$ cat config.mk
export PLATFORM = sky130hd
export DESIGN_NAME = ccd_top
export DESIGN_NICKNAME = d
export VERILOG_FILES = /design/src/ccd_pkg.sv /design/src/ccd_divider.sv /design/src/ccd_stab_timer.sv /design/src/ccd_top.sv
export VERILOG_INCLUDE_DIRS = /design/src
export SDC_FILE = /design/constraint.sdc
export NUM_CORES = 1
export LEC_CHECK = 0
export BUFFER_PORTS_ARGS = -buffer_cell sky130_fd_sc_hd__buf_4
export CORE_ASPECT_RATIO = 1.2
export CORE_MARGIN = 2
export CORE_UTILIZATION = 53
export DETAILED_ROUTE_END_ITERATION = 12
export PLACE_DENSITY = 0.79
export SLEW_MARGIN = 20
export SYNTH_ARGS = -nofsm -noshare
export SYNTH_HDL_FRONTEND = slang
export SYNTH_SLANG_ARGS = --single-unit
$ cat constraint.sdc
create_clock -name clock -period 2.8 [get_ports clock]
set_input_delay 0.56 -clock clock [delete_from_list [all_inputs] [get_ports clock]]
set_output_delay 0.56 -clock clock [all_outputs]
set_load 0.02 [all_outputs]
$ cat src/ccd_map.svh
/*
 constants of the cpu clock divider control: register address, field layout,
 reset value and timing counts. assumes the including file needs only macros.
*/
// What this block does
// RL1 - reset loads the selector with 04, the slowest cpu clock, divide by sixteen
// RL2 - selector codes 000..100 give oscillator clock divided by 1, 2, 4, 8, 16
// RL3 - software writes zeros to bits three through seven of the register
// RL4 - the shortest instruction lasts two periods of the selected cpu clock
// RL5 - the stop instruction halts the system oscillator
// RL6 - while the reset pin is low, oscillation stays stopped
// RL7 - after reset release, wait 2^17 oscillator periods before the cpu runs slowest
// RL8 - old clock may persist up to 16, 8, 4, 2, 1 instructions per old setting
// RL9 - each such instruction unit is a minimum instruction at the old clock
// RL10 - peripheral clocks divide the system clock and stop with it
// RL11 - the register accepts single-bit and whole-byte writes
// RL12 - two standby modes: one stops the oscillator, one halts the cpu
// RL13 - software never executes stop while an external clock drives the oscillator
// RL14 - upper bits read zero; a prohibited selector write keeps the current selection
`ifndef CCD_MAP_SVH
`define CCD_MAP_SVH

`define CCD_SEL_ADDR      16'hfffb
`define CCD_SEL_RESET     8'h04
`define CCD_SEL_LSB       0
`define CCD_SEL_MSB       2
`define CCD_SEL_MAX       3'h4
`define CCD_INSTR_CLOCKS  2
`define CCD_UNITS_DIV1    5'h10
// stabilization time in oscillator periods; the oscillator clock is the block clock
`define CCD_STAB_OSC_PER  131072
`define CCD_CLK_PER_OSC   1
`define CCD_STAB_CYCLES   (`CCD_STAB_OSC_PER * `CCD_CLK_PER_OSC)

`endif

$ cat src/ccd_pkg.sv
/*
 types and shared helpers of the cpu clock divider control.
 assumes ccd_map.svh is on the include path.
*/
`include "ccd_map.svh"

package ccd_pkg;

   typedef logic [2:0] ccd_sel_t;

   typedef enum logic [2:0] {
      ST_RESET,
      ST_STAB,
      ST_RUN,
      ST_HALT,
      ST_STOP
   } ccd_state_t;

   function automatic logic ccd_sel_legal(input ccd_sel_t sel);
      ccd_sel_legal = (sel <= `CCD_SEL_MAX);
   endfunction

   // instruction units the old clock may persist after a selector write
   function automatic logic [4:0] ccd_switch_units(input ccd_sel_t old_sel);
      ccd_switch_units = 5'(`CCD_UNITS_DIV1 >> old_sel);
   endfunction

endpackage

$ cat src/ccd_divider.sv
/*
 prescaler of the oscillator clock: cpu clock tick per selector and
 peripheral divider taps. assumes run is low whenever the oscillator is off.
*/
module ccd_divider
   import ccd_pkg::*;
(
   // clock and reset
   input  wire logic       clock,
   input  wire logic       srst,
   // control
   input  wire logic       osc_on,
   input  wire logic       cpu_en,
   input  wire ccd_sel_t   sel,
   // outputs
   output logic            tick_q,
   output logic [3:0]      taps_q
);

   logic [3:0] taps_d;
   logic       tick_d;
   logic [3:0] mask;

   always_comb
   begin
      mask   = 4'((5'h01 << sel) - 5'h01);
      // taps are cleared while stopped so peripherals freeze
      taps_d = osc_on ? taps_q + 4'h1 : 4'h0; // RL10
      tick_d = osc_on & cpu_en & ((taps_q & mask) == mask); // RL2
   end

   always_ff @(posedge clock)
   begin
      if (srst)
      begin
         taps_q <= 4'h0;
         tick_q <= 1'b0;
      end
      else
      begin
         taps_q <= taps_d;
         tick_q <= tick_d;
      end
   end

   a_slow_tick_gap : assert property (@(posedge clock) disable iff (srst)
      // a switchover away from sixteen may bring a faster tick inside the window
      (tick_q && sel == 3'h4 && $stable(sel)) |=> (!tick_q || sel != 3'h4) [*8]) // RL2
      else $error("divide by sixteen tick too soon");

endmodule

$ cat src/ccd_stab_timer.sv
/*
 oscillation stabilization timer. assumes start is a one-cycle pulse given
 when the oscillator is switched on.
*/
`include "ccd_map.svh"

module ccd_stab_timer #(
   parameter int STAB_CYCLES = `CCD_STAB_CYCLES
) (
   // clock and reset
   input  wire logic  clock,
   input  wire logic  srst,
   // control
   input  wire logic  start,
   // status
   output logic       done_q
);

   logic [17:0] cnt_q;
   logic [17:0] cnt_d;
   logic        done_d;

   always_comb
   begin
      cnt_d  = cnt_q;
      done_d = done_q;
      if (start)
      begin
         cnt_d  = 18'(STAB_CYCLES - 1);
         done_d = 1'b0;
      end
      else if (!done_q)
      begin
         if (cnt_q == 18'h0)
            done_d = 1'b1; // RL7
         else
            cnt_d = cnt_q - 18'h1;
      end
   end

   always_ff @(posedge clock)
   begin
      if (srst)
      begin
         cnt_q  <= 18'h0;
         done_q <= 1'b1;
      end
      else
      begin
         cnt_q  <= cnt_d;
         done_q <= done_d;
      end
   end

   a_stab_early : assert property (@(posedge clock) disable iff (srst)
      $rose(done_q) |-> $past(cnt_q) == 18'h0) // RL7
      else $error("stabilization ended before the count ran out");

endmodule

$ cat src/ccd_top.sv
/*
 cpu clock divider control: selector register, oscillator run control,
 stabilization wait, standby modes and delayed clock switchover.
 assumes the cpu accesses the register with one-cycle strobes and gives
 stop, halt and wake as one-cycle pulses; the block clock is the oscillator.
*/
`include "ccd_map.svh"

module ccd_top
   import ccd_pkg::*;
#(
   parameter int STAB_CYCLES = `CCD_STAB_CYCLES
) (
   // clock and reset
   input  wire logic        clock,
   input  wire logic        srst,
   input  wire logic        rst_pin_n,
   // cpu register access
   input  wire logic [15:0] reg_addr,
   input  wire logic        reg_wr_byte,
   input  wire logic        reg_wr_bit,
   input  wire logic [2:0]  reg_bit_idx,
   input  wire logic        reg_bit_val,
   input  wire logic [7:0]  reg_wdata,
   input  wire logic        reg_rd,
   output logic [7:0]       reg_rdata_q,
   // standby requests from the cpu
   input  wire logic        stop_req,
   input  wire logic        halt_req,
   input  wire logic        wake_req,
   // clock outputs
   output logic             osc_run_q,
   output logic             cpu_run_q,
   output logic             cpu_tick_q,
   output logic             instr_tick_q,
   output logic [3:0]       periph_div_q,
   output ccd_sel_t         active_sel_q
);

   ccd_state_t state_q;
   ccd_state_t state_d;
   ccd_sel_t   reg_sel_q;
   ccd_sel_t   reg_sel_d;
   ccd_sel_t   active_sel_d;
   logic [4:0] sw_cnt_q;
   logic [4:0] sw_cnt_d;
   logic       sw_pend_q;
   logic       sw_pend_d;
   logic       phase_q;
   logic       phase_d;
   logic       instr_tick_d;
   logic       osc_run_d;
   logic       cpu_run_d;
   logic [7:0] reg_rdata_d;
   logic       stab_start;
   logic       stab_done;
   logic       hit;
   logic       rst_all;
   logic [7:0] wr_img;
   logic       wr_any;
   ccd_sel_t   wr_sel;

   // the reset pin resets the register and the standby state like srst
   assign rst_all = srst | ~rst_pin_n;

   ccd_stab_timer #(
      .STAB_CYCLES (STAB_CYCLES)
   ) u_stab (
      .clock  (clock),
      .srst   (srst),
      .start  (stab_start),
      .done_q (stab_done)
   );

   ccd_divider u_div (
      .clock  (clock),
      .srst   (srst),
      .osc_on (osc_run_q),
      .cpu_en (cpu_run_q),
      .sel    (active_sel_q),
      .tick_q (cpu_tick_q),
      .taps_q (periph_div_q)
   );

   // register access
   always_comb
   begin
      hit    = (reg_addr == `CCD_SEL_ADDR);
      wr_img = {5'h00, reg_sel_q};
      if (reg_wr_byte)
         wr_img = reg_wdata; // RL11
      else if (reg_wr_bit)
         wr_img[reg_bit_idx] = reg_bit_val; // RL11
      wr_any = hit & (reg_wr_byte | reg_wr_bit);
      wr_sel = wr_img[`CCD_SEL_MSB:`CCD_SEL_LSB];
      // upper bits are not stored; software keeps them zero
      reg_sel_d = reg_sel_q; // RL3
      if (wr_any && ccd_sel_legal(wr_sel))
         reg_sel_d = wr_sel; // RL14
      reg_rdata_d = 8'h00;
      if (hit && reg_rd)
         reg_rdata_d = {5'h00, reg_sel_q}; // RL14
   end

   always_ff @(posedge clock)
   begin
      if (rst_all)
      begin
         reg_sel_q   <= ccd_sel_t'(`CCD_SEL_RESET); // RL1
         reg_rdata_q <= 8'h00;
      end
      else
      begin
         reg_sel_q   <= reg_sel_d;
         reg_rdata_q <= reg_rdata_d;
      end
   end

   // standby and oscillator control
   always_comb
   begin
      state_d    = state_q;
      stab_start = 1'b0;
      unique case (state_q)
         ST_RESET:
         begin
            state_d    = ST_STAB; // RL7
            stab_start = 1'b1;
         end
         ST_STAB:
            if (stab_done)
               state_d = ST_RUN; // RL7
         ST_RUN:
            if (stop_req)
               state_d = ST_STOP; // RL5
            else if (halt_req)
               state_d = ST_HALT; // RL12
         ST_HALT:
            if (wake_req)
               state_d = ST_RUN; // RL12
         ST_STOP:
            // restart after stop also waits out the stabilization time
            if (wake_req)
            begin
               state_d    = ST_STAB; // RL12
               stab_start = 1'b1;
            end
      endcase
      // an external clock cannot be stopped here; software avoids stop then
      osc_run_d = (state_d != ST_RESET) && (state_d != ST_STOP); // RL5 RL6 RL13
      cpu_run_d = (state_d == ST_RUN);
   end

   always_ff @(posedge clock)
   begin
      if (rst_all)
      begin
         state_q   <= ST_RESET; // RL6
         osc_run_q <= 1'b0; // RL6
         cpu_run_q <= 1'b0;
      end
      else
      begin
         state_q   <= state_d;
         osc_run_q <= osc_run_d;
         cpu_run_q <= cpu_run_d;
      end
   end

   // instruction timing and delayed switchover
   always_comb
   begin
      phase_d      = phase_q;
      instr_tick_d = 1'b0;
      if (cpu_tick_q)
      begin
         phase_d      = ~phase_q;
         instr_tick_d = phase_q; // RL4
      end
      active_sel_d = active_sel_q;
      sw_pend_d    = sw_pend_q;
      sw_cnt_d     = sw_cnt_q;
      if (wr_any && ccd_sel_legal(wr_sel))
      begin
         // a second write restarts the wait from the clock still in effect
         sw_pend_d = 1'b1;
         sw_cnt_d  = ccd_switch_units(active_sel_q); // RL8
      end
      else if (sw_pend_q && instr_tick_q)
      begin
         if (sw_cnt_q <= 5'h01)
         begin
            sw_pend_d    = 1'b0;
            sw_cnt_d     = 5'h00;
            active_sel_d = reg_sel_q; // RL8
         end
         else
            sw_cnt_d = sw_cnt_q - 5'h01; // RL9
      end
   end

   always_ff @(posedge clock)
   begin
      if (rst_all)
      begin
         phase_q      <= 1'b0;
         instr_tick_q <= 1'b0;
         active_sel_q <= ccd_sel_t'(`CCD_SEL_RESET); // RL1
         sw_pend_q    <= 1'b0;
         sw_cnt_q     <= 5'h00;
      end
      else
      begin
         phase_q      <= phase_d;
         instr_tick_q <= instr_tick_d;
         active_sel_q <= active_sel_d;
         sw_pend_q    <= sw_pend_d;
         sw_cnt_q     <= sw_cnt_d;
      end
   end

   a_reset_slowest : assert property (@(posedge clock)
      rst_all |=> (reg_sel_q == 3'h4 && active_sel_q == 3'h4)) // RL1
      else $error("reset did not select divide by sixteen");

   a_illegal_keep : assert property (@(posedge clock) disable iff (rst_all)
      (wr_any && !ccd_sel_legal(wr_sel)) |=> $stable(reg_sel_q)) // RL14
      else $error("prohibited selector code was taken");

   a_read_upper : assert property (@(posedge clock) disable iff (rst_all)
      reg_rdata_q[7:3] == 5'h00) // RL14
      else $error("upper register bits read nonzero");

   a_pin_stops_osc : assert property (@(posedge clock)
      !rst_pin_n |=> !osc_run_q && !cpu_run_q) // RL6
      else $error("oscillator running during pin reset");

   a_stop_halts : assert property (@(posedge clock) disable iff (rst_all)
      (state_q == ST_RUN && stop_req) |=> !osc_run_q && !cpu_run_q) // RL5
      else $error("stop did not halt the oscillator");

   a_halt_keeps : assert property (@(posedge clock) disable iff (rst_all)
      (state_q == ST_HALT) |-> osc_run_q && !cpu_run_q) // RL12
      else $error("halt mode clocks wrong");

   a_stab_hold : assert property (@(posedge clock) disable iff (rst_all)
      $rose(cpu_run_q) && $past(state_q) == ST_STAB |-> $past(stab_done)) // RL7
      else $error("cpu started before stabilization");

   a_instr_two : assert property (@(posedge clock) disable iff (rst_all)
      instr_tick_q |-> $past(cpu_tick_q) && !phase_q) // RL4
      else $error("instruction tick without two cpu clocks");

   a_switch_bound : assert property (@(posedge clock) disable iff (rst_all)
      sw_cnt_q <= ccd_switch_units(active_sel_q)) // RL8 RL9
      else $error("switchover wait beyond old clock limit");

   a_periph_freeze : assert property (@(posedge clock) disable iff (srst)
      !osc_run_q |=> periph_div_q == 4'h0) // RL10
      else $error("peripheral taps move with oscillator stopped");

endmodule

---- Word-level counts from Yosys, hierarchy flattened ----
Cells that the tools add are included.
storage, ports and cells
  input port bits ......................... 37
  bits in registers ....................... 51
  word-level logic and storage cells ...... 93
  output and inout bits ................... 19
cells by class
  mux-type cells .......................... 25
  eq/ne operators ......................... 10
  shifts and indexed selects .............. 2
  $add $sub $neg .......................... 4
  $lt $le $gt $ge ......................... 4
  reduce and logical (&&, ||, !) cells .... 18
  bitwise logic cells ..................... 14
operators by type and width
  cell                     number
  $mux W17                 3
  $mux W3                  7
  $logic_not A18 Y1        1
  $sub A18 B1 Y18 const B  1
  $eq A16 B16 Y1 const B   1
  $mux W5                  3
  $pmux W3 S5              1
  $eq A3 B2 Y1 const B     3
  $bwmux W8                1
  $mux W1                  8
  $not A1 Y1               8
  $reduce_or A2 Y1         4
  $reduce_and A2 Y1        3
  $le A5 B1 Y1 const B     1
  $logic_and A1 B1 Y1      5
  $shr A5 B3 Y5 const A    1
  $sub A5 B1 Y5 const B    1
  $add A4 B1 Y4 const B    1
  $and A4 B4 Y4            1
  $eq A4 B4 Y1             1
  $lt A3 B4 Y1 const B     1
  $ne A2 B2 Y1 const B     2
  $reduce_bool A2 Y1       2
  $shl A1 B3 Y4 const A    1
  13 further kinds         16

---- Logic depth before layout (Yosys ltp) ----
  depth in word-level cells ............... 11
  gate-level depth with buffers ........... 7
  mapped depth without buffers ............ 7

---- Hierarchy ----
From an unflattened synthesis, not the netlist that was laid out.
unflattened totals
  cell total of the unflattened synthesis .. 285
  area, all modules ....................... 2601.2 um2
by module, submodules not included
  module          area an instance (um2)  times used  sequential area each (um2)  cells each
  ccd_top         1238.7                  1           440.4                       133
  ccd_stab_timer  1121.1                  1           380.4                       126
  ccd_divider     241.5                   1           100.1                       26

---- Worst setup path before layout ----
No wires, ideal clock.
  path kind ............................... input -> register
  start point ............................. input port reg_bit_idx[2]
  end point ............................... register active_sel_q[2]
  path slack .............................. 0.624 ns
  buffers on the path ..................... 0
  arrival time ............................ 2.056 ns
  required time ........................... 2.680 ns
  library setup time ...................... 0.120 ns
  stages .................................. 5
  cells stage by stage .................... nor4b_1 > mux2i_1 > a2111oi_0 > nor2_1 > a211o_1
on the way
  cells in the longest elaborated chain, start to end .. 11
  elaborated cells between the ends (all ways) .. 12
  classes of those cells .................. order compare: 3; mux: 5; bitwise: 1; reduce/logical: 3
RTL lines
  what                                                                       line            text
  from (decl)                                                                ccd_top.sv:22   input wire logic [2:0] reg_bit_idx,
  $lt A3 B4 Y1 (implied by the code) / $ge A3 B1 Y1 (equally long branches)  ccd_top.sv:93   wr_img[reg_bit_idx] = reg_bit_val;
  $logic_and A1 B1 Y1 (implied by the code)                                  ccd_top.sv:93
  $mux W1 (implied by the code)                                              ccd_top.sv:93
  $demux W1 S3 (*)                                                           ccd_top.sv:93
  $bwmux W8 (*)                                                              ccd_top.sv:93
  $mux W3 (*)                                                                ccd_top.sv:92   else if (reg_wr_bit)
  $mux W3 (*)                                                                ccd_top.sv:90   if (reg_wr_byte)
  $le A3 B3 Y1 (no source line) (*)                                          -
  $logic_and A1 B1 Y1 (*)                                                    ccd_top.sv:183  if (wr_any && ccd_sel_legal(wr_sel))
  $not A1 Y1 (no source line) (*)                                            -
  $reduce_and A3 Y1 (no source line) (*)                                     -
  to (signal assigned)                                                       ccd_top.sv:208  active_sel_q <= ccd_sel_t'(`CCD_SEL_RESET);
  to (signal assigned)                                                       ccd_top.sv:216  active_sel_q <= active_sel_d;
  to (decl)                                                                  ccd_top.sv:37   output ccd_sel_t active_sel_q
Every way passes the cells marked *; elsewhere a longest branch is shown, timed or not.
A chain may end at the register's enable or synchronous reset.

---- Worst setup path after layout ----
  start point ............................. register u_stab.cnt_q[3]
  end point ............................... register u_stab.cnt_q[12]
on the way
  cells in the longest elaborated chain, start to end .. 4
  elaborated cells between the ends (all ways) .. 7
  classes of those cells .................. add/sub: 1; eq/ne: 1; mux: 3; reduce/logical: 2
RTL lines
  what                    line                  text
  from (decl)             ccd_stab_timer.sv:19  logic [17:0] cnt_q;
  from (signal assigned)  ccd_stab_timer.sv:50  cnt_q <= cnt_d;
  $sub A18 B1 Y18         ccd_stab_timer.sv:37  cnt_d = cnt_q - 18'h1;
  $mux W17                ccd_stab_timer.sv:34  if (cnt_q == 18'h0)
  $mux W17                ccd_stab_timer.sv:32  else if (!done_q)
  $mux W17                ccd_stab_timer.sv:27  if (start)
Parallel ways exist; a longest one is shown, timed or not. The select of a mux whose other input is x is not followed.

==> impl_metrics.tcl <==
set metrics [dict create \
    status "complete, no violations" \
    final_cell_mix "dfxtp_1, buf_4, a21oi_1" \
    fin_crit_sh_pct 78.49 \
    diodes 0 \
    grt_pass1_wl_microns 8342 \
    vias_per_cell 5.668 \
    slew_violations 0 \
    tightest_slew_ns 0.6559 \
    drc 0 \
    synth_edf_count 0 \
    synthFlopType "dfxtp_1" \
    hpwl_microns 3700 \
    reg2reg_slack_ns 0.60 \
    cp_slowest_cell "or4_4" \
    maxCapViolations 0 \
    fin_tns_setup_ns 0 \
    clkTransAtPathRegs_ns 0.08 \
    drive_gt1_share_pct 20.00 \
    ios 56 \
    clock.fmax_ghz 0.4550 \
    clockBufferDepth 2 \
    post_cts_buffers 0 \
    syn-instance-count 267 \
    antenna_found_initial 0 \
    synth.avg_cell_area_sq_um 8.801 \
    leakagePower_nw 1.124 \
    async_reset_ff_share_pct 0 \
    worst_ep_required_time_ns 3.03 \
    synth_simple_gate_area_share_pct 25.51 \
    synth-compound-area-share_pct 18.16 \
    period_minus_slack_ns 2.198 \
    ys_types 53 \
    yosysSeqAreaShare_pct 39.19 \
    final-setup-viol-count 0 \
    slew-limit-headroom_pct 55.94 \
    crit_chain "or4_4 > or4b_4 > or4_1 > a31oi_1" \
    synth_warnings 0 \
    portBuffers 45 \
    syn_to_final_growth_pct 20.71 \
    vdd_ir_drop_max_mv 0.3245 \
    wirelength_microns 4876 \
    p_per_area_mw_per_mm2 472.3 \
    cts_tree "built" \
    drt_iter0_drc 109 \
    hp-class "flop to flop" \
    grt_max_degree 23 \
    hold_viol_final 0 \
    drt-pass1-iter-count 4 \
    place_congestion 0.8172 \
    clkLatencyLatePin_ns 0.29 \
    fin_nets 356 \
    rows 26 \
    ant_nets 0 \
    cts_made_buffers 5 \
    grt_overflow_total 0 \
    synthXorXnorAreaFrac_pct 5.964 \
    h-tree-depth 2 \
    clock_skew_ns 0.006555 \
    clkSinkCount 46 \
    synth_mux_area_share_pct 4.366 \
    wl_per_cell_microns 13.14 \
    ctsRootBufferMaster "clkbuf_8" \
    rsz0062_at_grt "no" \
    worstSetupEndpointType "flop" \
    grt_pass1_vias 2021 \
    cts_hold_buf 0 \
    core-area_sq_mm 0.004262 \
    die_w_microns 64.79 \
    critPathMaxStageDelay_ns 0.60 \
    vias 2103 \
    critPathArrivalTime_ns 2.42 \
    die_h_microns 76.94 \
    timing.hold.ws_ns 0.4701 \
    cts_resized 0 \
    start_kind "flop" \
    synth_top_family_by_area "simple AND/OR/NAND/NOR gates" \
    dieArea_sq_mm 0.004985 \
    yosys.area_share.adder_pct 2.662 \
    cp_max_fo 6 \
    worstSetupPathType "flop to flop" \
    syn_area_sq_mm 0.002350 \
    grt_usage_pct 20.48 \
    ys_ff_latch 46 \
    start_util_pct 55.14 \
]
==> layout make-up <==
type	count	area [sq um]
clock inverter	3	43.79
timing repair buffer	46	345.3
multi-input combinational	205	1350
clock buffer	5	68.82
sequential	46	920.9
tap	56	70.07
inverter	10	37.54
fill	377	1425
==> flip-flops by register name, summed over array words and instances, names as in the netlist, 3 cells and up <==
name / flops
reg_rdata_q: 3
active_sel_q: 3
sw_cnt_q: 5
state_q: 3
u_stab.cnt_q: 18
u_div.taps_q: 4
reg_sel_q: 3
==> critical path: cells and delay by family (launching register included) <==
family	cells	cell delay, ns
AOI/OAI and AO/OA	1	0.17
DFF	1	0.36
and+or+nand+nor	3	1.60
==> synthesized netlist by cell type (3+ instances only) <==
master,count,area (sq um)
dfxtp_1,46,920.9
nand4_1,6,37.54
nand2_1,16,60.06
a211oi_1,6,45.04
xor2_1,8,70.07
nor3_1,12,60.06
nand4b_1,3,26.28
and2_1,3,18.77
a21oi_1,23,115.1
o211ai_1,4,30.03
o31ai_1,4,30.03
nand3_1,8,40.04
nor4b_1,3,26.28
and3_1,3,18.77
nand2b_1,4,25.02
buf_4,5,37.54
a31oi_1,5,31.28
mux2i_1,8,80.08
or4_1,3,22.52
o21bai_1,3,22.52
clkbuf_1,5,18.77
inv_1,10,37.54
ha_1,5,62.56
nor2b_1,5,31.28
o21ai_0,7,35.03
nor2_1,19,71.32
xnor2_1,8,70.07
==> through the flow <==
stage	area (sq um)	util, %	setup slack (ns)	total power, mW	cells
after floorplan	2365	-	0.6243	0.8074	271
after global placement	2724	63.92	0.3938	0.8580	363
after detailed placement	2724	63.92	0.3449	0.8639	363
after CTS	2836	66.56	0.5997	1.356	371
after global routing	2836	66.56	0.4388	1.406	371
final	2836	66.56	0.6022	1.340	371
==> per-layer routing <==
metal / GRT usage, % / part of all wire (%) / vias up / routed length, microns
met5: 0 / 0 / - / 0
met2: 37.94 / 52 / 56 / 2518
li1: - / - / 1069 / -
met1: 22.21 / 41 / 972 / 2018
met3: 5.132 / 5.8 / 6 / 283
met4: 6.596 / 1.1 / 0 / 55
==> power breakdown <==
| group | total, mW | internal [mW] | leakage, nW | switching, mW |
|---|---|---|---|---|
| clock | 0.491 | 0.267 | 0.0585 | 0.224 |
| sequential | 0.703 | 0.678 | 0.378 | 0.0250 |
| combinational | 0.146 | 0.0721 | 0.687 | 0.0738 |
==> path summary, 6_finish.rpt <==
path | start | to | depth (start not counted)
max | u_stab.cnt_q[3] | u_stab.cnt_q[12] | 4
min | reg_sel_q[1] | reg_rdata_q[1] | 2
max reg2reg | u_stab.cnt_q[3] | u_stab.cnt_q[12] | 4
min reg2reg | reg_sel_q[1] | reg_rdata_q[1] | 2
==> cell families (layout without fill, tap and decap cells) <==
kind of cell    count (synthesis)  in the layout
buf+inv                        20             64
compound gates                 66             66
flops                          46             46
xor+xnor                       16             16
fa+ha+maj                       5              5
simple gates                  103            103
other cells                     1              5
mux                            10             10
Power figures use the tool's default switching activity.
